==> config.mk <==
export PLATFORM = sky130hd
export DESIGN_NAME = dfm_trip_manager
export DESIGN_NICKNAME = d
export VERILOG_FILES = /design/src/design/dfm_pkg.sv /design/src/design/dfm_trip_manager.sv
export SDC_FILE = /design/constraint.sdc
export NUM_CORES = 1
export LEC_CHECK = 0
export ABC_AREA = 1
export BUFFER_PORTS_ARGS = -buffer_cell sky130_fd_sc_hd__buf_2
export CORE_MARGIN = 3
export CORE_UTILIZATION = 34
export CTS_CLUSTER_DIAMETER = 200
export DETAILED_ROUTE_END_ITERATION = 12
export PLACE_DENSITY = 0.49
export REMOVE_ABC_BUFFERS = 1
export SKIP_LAST_GASP = 1
export SLEW_MARGIN = 20
export SYNTH_ARGS = -nofsm -noshare
export SYNTH_HDL_FRONTEND = slang
export SYNTH_SLANG_ARGS = --single-unit
==> constraint.sdc <==
create_clock -name ref_clk -period 2.4 [get_ports ref_clk]
set_clock_uncertainty 0.05 [all_clocks]
set_input_delay 0.48 -clock ref_clk [delete_from_list [all_inputs] [get_ports ref_clk]]
set_output_delay 0.48 -clock ref_clk [all_outputs]
set_load 0.03 [all_outputs]
==> src/design/dfm_pkg.sv <==
`default_nettype none

package dfm_pkg;

    // ----------------------------------------------------------------
    // Timing
    // ----------------------------------------------------------------
    localparam int CLK_HZ           = 125_000_000;
    localparam int MS_CYCLES        = CLK_HZ / 1000;
    localparam int EXT_RST_HOLD_MS  = 100;
    localparam int RECOVER_MS       = 1000;
    localparam int BLINK_HALF_MS    = 250;
    // Held longer than the figure: the count rounds the least time up
    localparam int EXT_RST_HOLD_CYC = EXT_RST_HOLD_MS * MS_CYCLES;
    localparam int RECOVER_CYC      = RECOVER_MS * MS_CYCLES;
    localparam int BLINK_HALF_CYC   = BLINK_HALF_MS * MS_CYCLES;
    localparam int WARN_ESC_CYC     = 1000;

    // ----------------------------------------------------------------
    // Register map
    // ----------------------------------------------------------------
    localparam logic [7:0] REG_CTRL      = 8'h00;
    localparam logic [7:0] REG_STATUS    = 8'h04;
    localparam logic [7:0] REG_LAST_CODE = 8'h08;
    localparam logic [7:0] REG_HEAT      = 8'h0c;
    localparam logic [7:0] REG_RETRY     = 8'h10;
    localparam logic [7:0] REG_HIST_BASE = 8'h20;
    localparam logic [7:0] REG_HIST_LAST = 8'h3c;

    localparam int CTRL_ALARM_EN_BIT  = 0;
    localparam int CTRL_HIST_CLR_BIT  = 1;
    localparam int STAT_STATE_LSB     = 0;
    localparam int STAT_FAULT_BIT     = 2;
    localparam int STAT_ALARM_BIT     = 3;
    localparam int STAT_WARN_BIT      = 4;
    localparam int STAT_ERR_BIT       = 5;
    localparam int STAT_STOP_BIT      = 6;
    localparam int STAT_HCNT_LSB      = 8;

    localparam int HIST_DEPTH = 8;

    // ----------------------------------------------------------------
    // Fault codes, table order is source priority (index 0 first)
    // ----------------------------------------------------------------
    localparam int NUM_FAULT_SRC = 27;
    localparam logic [7:0] CODE_TAB [0:NUM_FAULT_SRC-1] = '{
        8'h10, 8'h11, 8'h12,        // overcurrent accel/const/decel trip
        8'h20, 8'h21, 8'h22,        // regen overvolt accel/const/decel
        8'h30, 8'h31, 8'h40,        // drive, motor overload, heatsink
        8'h52, 8'h60, 8'h61,        // input phase loss, stall, sync loss
        8'h70, 8'h80, 8'h81,        // brake, ground fault, out phase loss
        8'h90, 8'h91,               // external thermal, thermistor
        8'hb0, 8'hb1, 8'hb2,        // param storage, panel unit, retry
        8'hf5, 8'hc0,               // processor faults
        8'hc4, 8'hc5, 8'hc7,        // current limit, inrush, analog input
        8'hd0, 8'he6                // overspeed, feedback control
    };
    localparam logic [7:0] CODE_STALL_STOP_TRIP = 8'h60;

    // ----------------------------------------------------------------
    // Enumerations
    // ----------------------------------------------------------------
    typedef enum logic [1:0] {
        ST_RUN        = 2'b00,
        ST_TRIP       = 2'b01,
        ST_RESET_HOLD = 2'b11,
        ST_RECOVER    = 2'b10
    } dfm_state_e;

    typedef enum logic [2:0] {
        DISP_MONITOR = 3'h0,
        DISP_ERROR   = 3'h1,
        DISP_WARN    = 3'h2,
        DISP_ALARM   = 3'h3,
        DISP_FAULT   = 3'h4,
        DISP_RESET   = 3'h5
    } dfm_disp_e;

endpackage

`default_nettype wire

==> src/design/dfm_trip_manager.sv <==
`timescale 1ns/1ps
`default_nettype none

module dfm_trip_manager #(
    parameter int NUM_SRC      = dfm_pkg::NUM_FAULT_SRC,
    parameter int EXT_HOLD_CYC = dfm_pkg::EXT_RST_HOLD_CYC,
    parameter int RECOVER_CYC  = dfm_pkg::RECOVER_CYC,
    parameter int BLINK_CYC    = dfm_pkg::BLINK_HALF_CYC,
    parameter int WARN_ESC_CYC = dfm_pkg::WARN_ESC_CYC
) (
    // Clock and reset
    input  wire logic                 ref_clk,
    input  wire logic                 rst,
    // Register port
    input  wire logic [7:0]           regAddr,
    input  wire logic [31:0]          regWrData,
    input  wire logic                 regWrEn,
    input  wire logic                 regRdEn,
    output logic      [31:0]          regRdData,
    // Condition sources from the drive logic
    input  wire logic [NUM_SRC-1:0]   faultReq,
    input  wire logic                 warnReq,
    input  wire logic                 alarmReq,
    input  wire logic                 errReq,
    input  wire logic [15:0]          heatAdd,
    input  wire logic                 retryPulse,
    // Panel and terminal pins
    input  wire logic                 panelStopKey,
    input  wire logic                 extResetIn,
    input  wire logic                 startCmd,
    // Drive and indication outputs
    output logic                      outputStop,
    output logic                      runEnable,
    output logic                      faultOut,
    output logic                      alarmOut,
    output logic                      errorInd,
    output logic                      warnInd,
    output logic      [2:0]           dispMode,
    output logic                      dispFlash,
    output logic      [7:0]           faultCode
);

    // ----------------------------------------------------------------
    // Parameter checks
    // ----------------------------------------------------------------
    if (NUM_SRC < 1 || NUM_SRC > dfm_pkg::NUM_FAULT_SRC) begin : gChkSrc
        $error("NUM_SRC outside the fault code table");
    end
    if (EXT_HOLD_CYC < 1 || RECOVER_CYC < 1 || BLINK_CYC < 1 ||
        WARN_ESC_CYC < 1) begin : gChkCnt
        $error("cycle counts must be at least one");
    end

    localparam logic [31:0] HOLD_DONE = 32'(EXT_HOLD_CYC);
    localparam logic [31:0] REC_LAST  = 32'(RECOVER_CYC - 1);
    localparam logic [31:0] BLINK_LAST = 32'(BLINK_CYC - 1);
    localparam logic [31:0] WARN_LAST = 32'(WARN_ESC_CYC - 1);
    localparam logic [3:0]  HIST_FULL = 4'(dfm_pkg::HIST_DEPTH);

    // ----------------------------------------------------------------
    // State
    // ----------------------------------------------------------------
    typedef struct packed {
        dfm_pkg::dfm_state_e state;
        logic [1:0]          stopSync;
        logic                stopPrev;
        logic [1:0]          extSync;
        logic [1:0]          startSync;
        logic [31:0]         holdCnt;
        logic [31:0]         recCnt;
        logic [31:0]         warnCnt;
        logic [31:0]         blinkCnt;
        logic                blink;
        logic                alarmEn;
        logic [7:0][7:0]     hist;
        logic [3:0]          histCnt;
        logic [7:0]          lastCode;
        logic [31:0]         heat;
        logic [15:0]         retry;
        logic                outputStop;
        logic                runEnable;
        logic                faultOut;
        logic                alarmOut;
        logic                errorInd;
        logic                warnInd;
        dfm_pkg::dfm_disp_e  disp;
        logic                dispFlash;
        logic [31:0]         rdData;
    } dfm_core_s;

    // Power-on counts as a reset: start in recovery with output stopped
    localparam dfm_core_s CORE_RST = '{
        state:      dfm_pkg::ST_RECOVER,
        disp:       dfm_pkg::DISP_MONITOR,
        outputStop: 1'b1,
        blink:      1'b1,
        dispFlash:  1'b1,
        default:    '0
    };

    dfm_core_s st_reg;
    dfm_core_s st_next;

    // ----------------------------------------------------------------
    // Helpers
    // ----------------------------------------------------------------
    // Lowest source index wins when several faults arrive together
    function automatic logic [7:0] firstCode(input logic [NUM_SRC-1:0] req);
        logic [7:0] c;
        c = 8'h00;
        for (int i = NUM_SRC - 1; i >= 0; i--) begin
            if (req[i]) begin
                c = dfm_pkg::CODE_TAB[i];
            end
        end
        return c;
    endfunction

    function automatic logic [31:0] readWord(input logic [7:0] a,
                                             input dfm_core_s s);
        logic [31:0] w;
        w = 32'h0000_0000;
        if (a == dfm_pkg::REG_CTRL) begin
            // Clear bit is an action, it always reads back as zero
            w[dfm_pkg::CTRL_ALARM_EN_BIT] = s.alarmEn;
        end else if (a == dfm_pkg::REG_STATUS) begin
            w[dfm_pkg::STAT_STATE_LSB +: 2] = s.state;
            w[dfm_pkg::STAT_FAULT_BIT]      = s.faultOut;
            w[dfm_pkg::STAT_ALARM_BIT]      = s.alarmOut;
            w[dfm_pkg::STAT_WARN_BIT]       = s.warnInd;
            w[dfm_pkg::STAT_ERR_BIT]        = s.errorInd;
            w[dfm_pkg::STAT_STOP_BIT]       = s.outputStop;
            w[dfm_pkg::STAT_HCNT_LSB +: 4]  = s.histCnt;
        end else if (a == dfm_pkg::REG_LAST_CODE) begin
            w[7:0] = s.lastCode;
        end else if (a == dfm_pkg::REG_HEAT) begin
            w = s.heat;
        end else if (a == dfm_pkg::REG_RETRY) begin
            w[15:0] = s.retry;
        end else if (a >= dfm_pkg::REG_HIST_BASE &&
                     a <= dfm_pkg::REG_HIST_LAST && a[1:0] == 2'b00) begin
            w[7:0] = s.hist[a[4:2]];
        end
        return w;
    endfunction

    // ----------------------------------------------------------------
    // Next state
    // ----------------------------------------------------------------
    logic       stopEdge;
    logic       extLvl;
    logic       extHoldDone;
    logic       warnEsc;
    logic       tripNow;
    logic [7:0] tripCode;
    logic       histClr;
    logic [32:0] heatSum;

    always_comb begin
        st_next = st_reg;

        // Pin synchronisers, first stage feeds only the second
        st_next.stopSync  = {st_reg.stopSync[0], panelStopKey};
        st_next.extSync   = {st_reg.extSync[0], extResetIn};
        st_next.startSync = {st_reg.startSync[0], startCmd};
        st_next.stopPrev  = st_reg.stopSync[1];

        stopEdge    = st_reg.stopSync[1] & ~st_reg.stopPrev;
        extLvl      = st_reg.extSync[1];
        // Enters reset only once held beyond the minimum time
        extHoldDone = extLvl && (st_reg.holdCnt >= HOLD_DONE);
        st_next.holdCnt = !extLvl ? 32'h0000_0000 :
                          (extHoldDone ? st_reg.holdCnt :
                           st_reg.holdCnt + 32'h0000_0001);

        // Persisting warning escalates to a stall-stop fault
        warnEsc = warnReq && (st_reg.warnCnt >= WARN_LAST);
        if (warnReq && st_reg.state == dfm_pkg::ST_RUN && !warnEsc) begin
            st_next.warnCnt = st_reg.warnCnt + 32'h0000_0001;
        end else if (!warnReq || st_reg.state != dfm_pkg::ST_RUN) begin
            st_next.warnCnt = 32'h0000_0000;
        end

        // Error messages never reach the trip path
        tripNow  = (st_reg.state == dfm_pkg::ST_RUN) &&
                   ((|faultReq) || warnEsc);
        tripCode = (|faultReq) ? firstCode(faultReq)
                               : dfm_pkg::CODE_STALL_STOP_TRIP;

        // Register writes
        histClr = 1'b0;
        if (regWrEn && regAddr == dfm_pkg::REG_CTRL) begin
            st_next.alarmEn = regWrData[dfm_pkg::CTRL_ALARM_EN_BIT];
            histClr         = regWrData[dfm_pkg::CTRL_HIST_CLR_BIT];
        end
        if (histClr) begin
            st_next.hist    = '0;
            st_next.histCnt = 4'h0;
        end

        case (st_reg.state)
            dfm_pkg::ST_RUN: begin
                if (extHoldDone) begin
                    st_next.state = dfm_pkg::ST_RESET_HOLD;
                end else if (tripNow) begin
                    st_next.state    = dfm_pkg::ST_TRIP;
                    st_next.lastCode = tripCode;
                    // A push in the clear cycle survives the clear
                    st_next.hist = {st_next.hist[6:0], tripCode};
                    if (st_next.histCnt < HIST_FULL) begin
                        st_next.histCnt = st_next.histCnt + 4'h1;
                    end
                end
            end
            dfm_pkg::ST_TRIP: begin
                // Latched until a reset method is applied
                if (extHoldDone) begin
                    st_next.state = dfm_pkg::ST_RESET_HOLD;
                end else if (stopEdge) begin
                    st_next.state  = dfm_pkg::ST_RECOVER;
                    st_next.recCnt = 32'h0000_0000;
                end
            end
            dfm_pkg::ST_RESET_HOLD: begin
                if (!extLvl) begin
                    st_next.state  = dfm_pkg::ST_RECOVER;
                    st_next.recCnt = 32'h0000_0000;
                end
            end
            dfm_pkg::ST_RECOVER: begin
                if (extHoldDone) begin
                    st_next.state = dfm_pkg::ST_RESET_HOLD;
                end else if (st_reg.recCnt >= REC_LAST) begin
                    st_next.state = dfm_pkg::ST_RUN;
                end else begin
                    st_next.recCnt = st_reg.recCnt + 32'h0000_0001;
                end
            end
            default: begin
                st_next.state = dfm_pkg::ST_RECOVER;
            end
        endcase

        // Thermal accumulation saturates rather than wrapping to cold
        heatSum = {1'b0, st_reg.heat} + {17'h0_0000, heatAdd};
        if (st_next.state == dfm_pkg::ST_RESET_HOLD ||
            st_next.state == dfm_pkg::ST_RECOVER) begin
            st_next.heat  = 32'h0000_0000;
            st_next.retry = 16'h0000;
        end else begin
            st_next.heat = heatSum[32] ? 32'hffff_ffff : heatSum[31:0];
            if (retryPulse && st_reg.retry != 16'hffff) begin
                st_next.retry = st_reg.retry + 16'h0001;
            end
        end

        // Reset indication flashes while the terminal is held
        if (st_next.state == dfm_pkg::ST_RESET_HOLD) begin
            if (st_reg.blinkCnt >= BLINK_LAST) begin
                st_next.blinkCnt = 32'h0000_0000;
                st_next.blink    = ~st_reg.blink;
            end else begin
                st_next.blinkCnt = st_reg.blinkCnt + 32'h0000_0001;
            end
        end else begin
            st_next.blinkCnt = 32'h0000_0000;
            st_next.blink    = 1'b1;
        end

        // Outputs
        st_next.outputStop = st_next.state != dfm_pkg::ST_RUN;
        st_next.faultOut   = st_next.state == dfm_pkg::ST_TRIP;
        // Start is not re-armed after reset; a held start runs at once
        st_next.runEnable  = !st_next.outputStop &&
                             st_reg.startSync[1];
        st_next.alarmOut   = st_next.alarmEn && alarmReq;
        st_next.warnInd    = warnReq;
        st_next.errorInd   = errReq;
        st_next.dispFlash  = (st_next.state == dfm_pkg::ST_RESET_HOLD) ?
                             st_next.blink : 1'b1;
        if (st_next.state == dfm_pkg::ST_RESET_HOLD) begin
            st_next.disp = dfm_pkg::DISP_RESET;
        end else if (st_next.faultOut) begin
            st_next.disp = dfm_pkg::DISP_FAULT;
        end else if (alarmReq) begin
            st_next.disp = dfm_pkg::DISP_ALARM;
        end else if (warnReq) begin
            st_next.disp = dfm_pkg::DISP_WARN;
        end else if (errReq) begin
            st_next.disp = dfm_pkg::DISP_ERROR;
        end else begin
            st_next.disp = dfm_pkg::DISP_MONITOR;
        end

        st_next.rdData = regRdEn ? readWord(regAddr, st_reg) : 32'h0000_0000;
    end

    always_ff @(posedge ref_clk) begin
        if (rst) begin
            st_reg <= CORE_RST;
        end else begin
            st_reg <= st_next;
        end
    end

    assign regRdData  = st_reg.rdData;
    assign outputStop = st_reg.outputStop;
    assign runEnable  = st_reg.runEnable;
    assign faultOut   = st_reg.faultOut;
    assign alarmOut   = st_reg.alarmOut;
    assign errorInd   = st_reg.errorInd;
    assign warnInd    = st_reg.warnInd;
    assign dispMode   = st_reg.disp;
    assign dispFlash  = st_reg.dispFlash;
    assign faultCode  = st_reg.lastCode;
endmodule // dfm_trip_manager

`default_nettype wire

# Yosys cells after proc, flatten, opt, wreduce, memory -nomap -nowiden

Cells that the tools add are included.

Multiplexer cells: 70
Reduce and logical (&&, ||, !) cells: 37
Add/sub/neg operators: 7
Magnitude comparators: 8
Bitwise operators: 8
Equal/unequal tests: 16

Operators by type and width:

| kind                  | number |
|---|---|
| $mux 8                | 33 |
| $mux 32               | 8 |
| $mux 76               | 3 |
| $add 32x1->32 const B | 4 |
| $pmux 32 s3           | 1 |
| $mux 68               | 1 |
| $add 32x16->33        | 1 |
| $ge 32x10->1 const B  | 1 |
| $ge 32x24->1 const B  | 1 |
| $ge 32x25->1 const B  | 1 |
| $ge 32x27->1 const B  | 1 |
| $reduce_or 27->1      | 1 |
| $bmux 8 s3            | 1 |
| $mux 2                | 9 |
| $add 16x1->16 const B | 1 |
| $eq 8x4->1 const B    | 2 |
| $mux 16               | 1 |
| $ne 16x16->1 const B  | 1 |
| $mux 4                | 3 |
| $logic_and 1x1->1     | 11 |
| $ne 2x2->1 const B    | 5 |
| $reduce_or 3->1       | 3 |
| $eq 2x2->1 const B    | 4 |
| $eq 8x3->1 const B    | 1 |
| 25 further kinds      | 48 |

Input port bits: 94
Word-level logic and storage cells: 183
Output and inout port bits: 50
Register bits after elaboration: 305

# Depth between registers and ports, before layout

Depth after elaboration: 31
Depth in mapped cells: 17

# Worst setup path before layout

OpenSTA, ideal clock, no wires.

Kind: in2reg
From: input port heatAdd[0]
To: register st_reg[58] in the netlist's numbering
Required time: 2.286 ns
Cell stages on the path: 12
Slack: 0.077 ns
Path buffers: 0
Arrival time: 2.208 ns
Path through: ha_1 inv_1 fa_1 o21ai_1 nand2_1 nand2_2 nand2_1 nand2_2 nand2_1 nor4_1 nor2_1 nor2_1

Word-level cells in the longest chain between the ends: 2

RTL lines:

| element              | line                    | source |
|---|---|---|
| start, declared      | dfm_trip_manager.sv:25  | `input wire logic [15:0] heatAdd,` |
| $add 32x16->33       | dfm_trip_manager.sv:245 | `heatSum = {1'b0, st_reg.heat} + {17'h0_0000, heatAdd};` |
| $mux 32              | dfm_trip_manager.sv:251 | `st_next.heat = heatSum[32] ? 32'hffff_ffff : heatSum[31:0];` |
| end signal, assigned | dfm_trip_manager.sv:302 | `st_reg <= st_next;` |
| end, declared        | dfm_trip_manager.sv:101 | `dfm_core_s st_reg;` |

No other way between the ends.
A chain may end at the register's enable or synchronous reset.

# Worst setup path in the final report

From: register st_reg[58] in the netlist's numbering
To: register st_reg[87] in the netlist's numbering

Word-level cells in the longest chain between the ends: 2

RTL lines:

| element        | line |
|---|---|
| $add 32x16->33 | dfm_trip_manager.sv:245 |
| $mux 32        | dfm_trip_manager.sv:251 |

No other way between the ends.

==> metrics.md <==
| Metric | Value |
|---|---|
| Vias | 14300 |
| Syn Std Cell Area | 15400 um2 |
| Detailed-routing iteration count for the pre-antenna-repair pass | 7 |
| Final Routed Wirelength | 42600 um |
| Run status | finished clean |
| Syn-to-layout area delta | 16.8% |
| Number of antenna violations at the first check in global routing | 1 |
| Final instance area | 18000 um2 |
| Highest fanout seen on the critical path | 7 |
| Critical path data required time | 2.80 ns |
| Total placed instance area | 16700 um2 |
| Arrival time of data at the critical path endpoint | 2.64 ns |
| Startpoint class of the critical path | flop |
| Clock-pin slew of the registers on the worst-case setup and hold paths | 0.06 ns |
| Cts bufs inserted | 37 |
| EDFF count, synth | 0 |
| Clock tree from TritonCTS | done |
| Most common cell after layout, fill and taps aside | nand2_1 |
| Power density over the cells | 611 nW/um2 |
| Period utilisation layout | 93.3% |
| Core Region | 44400 um2 |
| Smallest setup slack after layout | 0.160 ns |
| Global-route total usage across every layer | 17.6% |
| DRC errors left | 0 |
| Fill cells | 4742 |
| Placement Rows | 77 |
| Leading register cell type out of synthesis | dfxtp_1 |
| Library cell appearing most often on the critical path | nand2_1 |
| Pins over their slew limit | 0 |
| Transition time at the pin with the least slew margin | 0.637 ns |
| Slowest CP cell | fa_1 |
| Nets | 2476 |
| Total clock sinks | 303 |
| Sequential area share after synthesis | 39.4% |
| Buffers plus inverters on the worst setup path | 1 |
| Final Util | 40.5% |
| Final worst path period need | 2.24 ns |
| Cells after DPL | 2910 |
| Ant diodes | 0 |
| Leakage component of the power | 7.21 nW |
| Grt ovf | 0 |
| Worst Setup Path Type | reg2reg |
| Share of flip-flops with an asynchronous set or reset after synthesis | 0% |
| Final standard cell count with taps included and fillers excluded | 2974 |
| HPWL after detailed placement | 31000 um |
| Worst vdd rail ir drop | 360 uV |
| Flip-flop count of the largest register, all copies and words added | 249 |
| Syn Area/Cell | 6.85 um2 |
| Drt via density | 4.80 |
| Count of distinct cell types in the synthesized netlist | 51 |
| Maximum level of the CTS H-tree | 2 |
| Max Buffers Root-to-Sink | 3 |
| Biggest area consumer among synthesized cells | dfxtp_1 |
| Ys Warns | 0 |
| Area share of the leading cell type in the synthesized netlist | 39.4% |
| CTS Hold Buffers Added | 0 |
| Post-Route Setup TNS | 0 ns |
| Chip height | 219 um |
| Placer Congestion | 0.877 |
| Antenna violation net count after detailed routing | 0 |
| Synthesized instance count | 2245 |
| Worst stage delay on the critical path | 0.40 ns |
| Post-placement worst setup slack | -0.0972 ns |
| Count of buffers inserted at the top-level ports | 112 |
| Die width | 219 um |
| Max Cap Viol | 0 |
| Initial standard-cell utilization of the core | 34.6% |
| Root Driver | clkbuf_16 |
| Setup repair after global routing missed its margin | false |
| Initial detailed-routing violation count | 1064 |
| Wire length of the first global-routing pass | 69000 um |
| Cell-by-cell trace of the critical path | ha_1, inv_1, fa_1, o21ai_2, nand2_1, nand2_2, nand2_1, nand2_2, nand2_1, nor2_1, nand2_1, a31oi_1 |
| Most area-consuming cells after synthesis | dfxtp_1 (39%), nand2_1 (14%), nor2_1 (6.6%), inv_1 (6.2%), a21oi_1 (6.0%) |
| Final setup violation count | 0 |
| Crit path max-delay family | simple AND/OR/NAND/NOR gates |
| Type of destination of the critical path | flop |
| Yosys reg bits | 303 |
| Pin count of the biggest net entering global routing | 74 |
| Proportion of layout cells with a drive suffix above 1 | 13.1% |
| Clock latency of the later-clocked register in the worst-skew pair | 0.54 ns |
| Relative slew margins | 57.5% |
| Top Ports | 144 |
| Peak Freq | 0.446 GHz |
| Hold Violations, Final | 0 |
| Die footprint | 47800 um2 |
| Count of buffers added by post-CTS timing repair for setup | 0 |
| Min-delay worst type | in2reg |
| Commonest cells after routing, fill and taps aside | nand2_1 (560), dfxtp_1 (301), nor2_1 (271) |
| Via count of the first global-routing pass | 13500 |
| Routed wirelength normalized by instance count | 14.3 um |
==> synth_stat cells (all sizes together), types with 3 or more instances <==
master  count
o21a        6
nand3b      4
nand2     572
dfxtp     303
inv       262
a31oi      10
clkbuf     33
xnor2      24
o21ai      85
buf        82
a21oi     187
or2         6
nand3     118
nor3b       7
xor2       54
nor3       63
o211ai     11
o22ai      22
o21bai      3
ha         23
nor4       12
nor2      300
nand4      37
o31ai       4
==> path summary, 6_finish.rpt <==
| check | from | to | slack (ns) | cells after the start |
|---|---|---|---|---|
| max | st_reg[58] | st_reg[87] | 0.16 | 12 |
| min | extResetIn | st_next[299] | 0.12 | 3 |
| max reg2reg | st_reg[58] | st_reg[87] | 0.16 | 12 |
| min reg2reg | st_next[299] | extLvl | 0.35 | 2 |
==> worst min-delay path, cell delays in order <==
cell and delay (ns):
buf_2 0.08, inv_1 0.04, nor2_1 0.07
==> kinds of logic after synthesis <==
kind of cell,synth area share (%)
AO/OA/AOI/OAI,11.9
XOR/XNOR,4.44
adder cells (fa/ha/maj),2.00
buffers and inverters,11.0
flip-flops,39.4
other,0.0244
AND/OR/NAND/NOR,31.2
==> metal layers <==
metal  vias to the layer above  track usage (%)  part of all wire, %
li1                       7382                -                    -
met1                      6528             24.4                   49
met2                       309             28.0                   44
met3                        66             3.64                  5.4
met4                         2             4.67                  2.0
met5                         -                0                0.026
==> final cells by class <==
cell class	count	area (um2)	area share, %
clock buffer	56	1150	6.40
clock inverter	7	43.8	0.244
inverter	264	991	5.51
multi-input combinational	1570	7700	42.8
sequential	303	6070	33.8
tap	592	741	4.12
timing repair buffer	182	1280	7.13
==> metrics by stage <==
| step | hold WS, ns | total power [mW] |
|---|---|---|
| floorplan | 0.338 | 5.39 |
| global placement | 0.343 | 5.62 |
| detailed placement | 0.342 | 5.62 |
| CTS | 0.100 | 11.2 |
| global route | 0.112 | 11.4 |
| finish | 0.116 | 11.0 |
==> where the power goes <==
part           internal (mW)  switching [mW]
registers               5.05          0.0185
clock network           3.29            2.17
logic                  0.163           0.283
total                   8.51            2.48
==> timing repair <==
item                       4_1_cts  5_1_grt
setup endpoints to repair        0       79
gates resized for setup          0       10
hold endpoints to repair         0        0
Note: power is estimated with default switching activity, not from simulation.
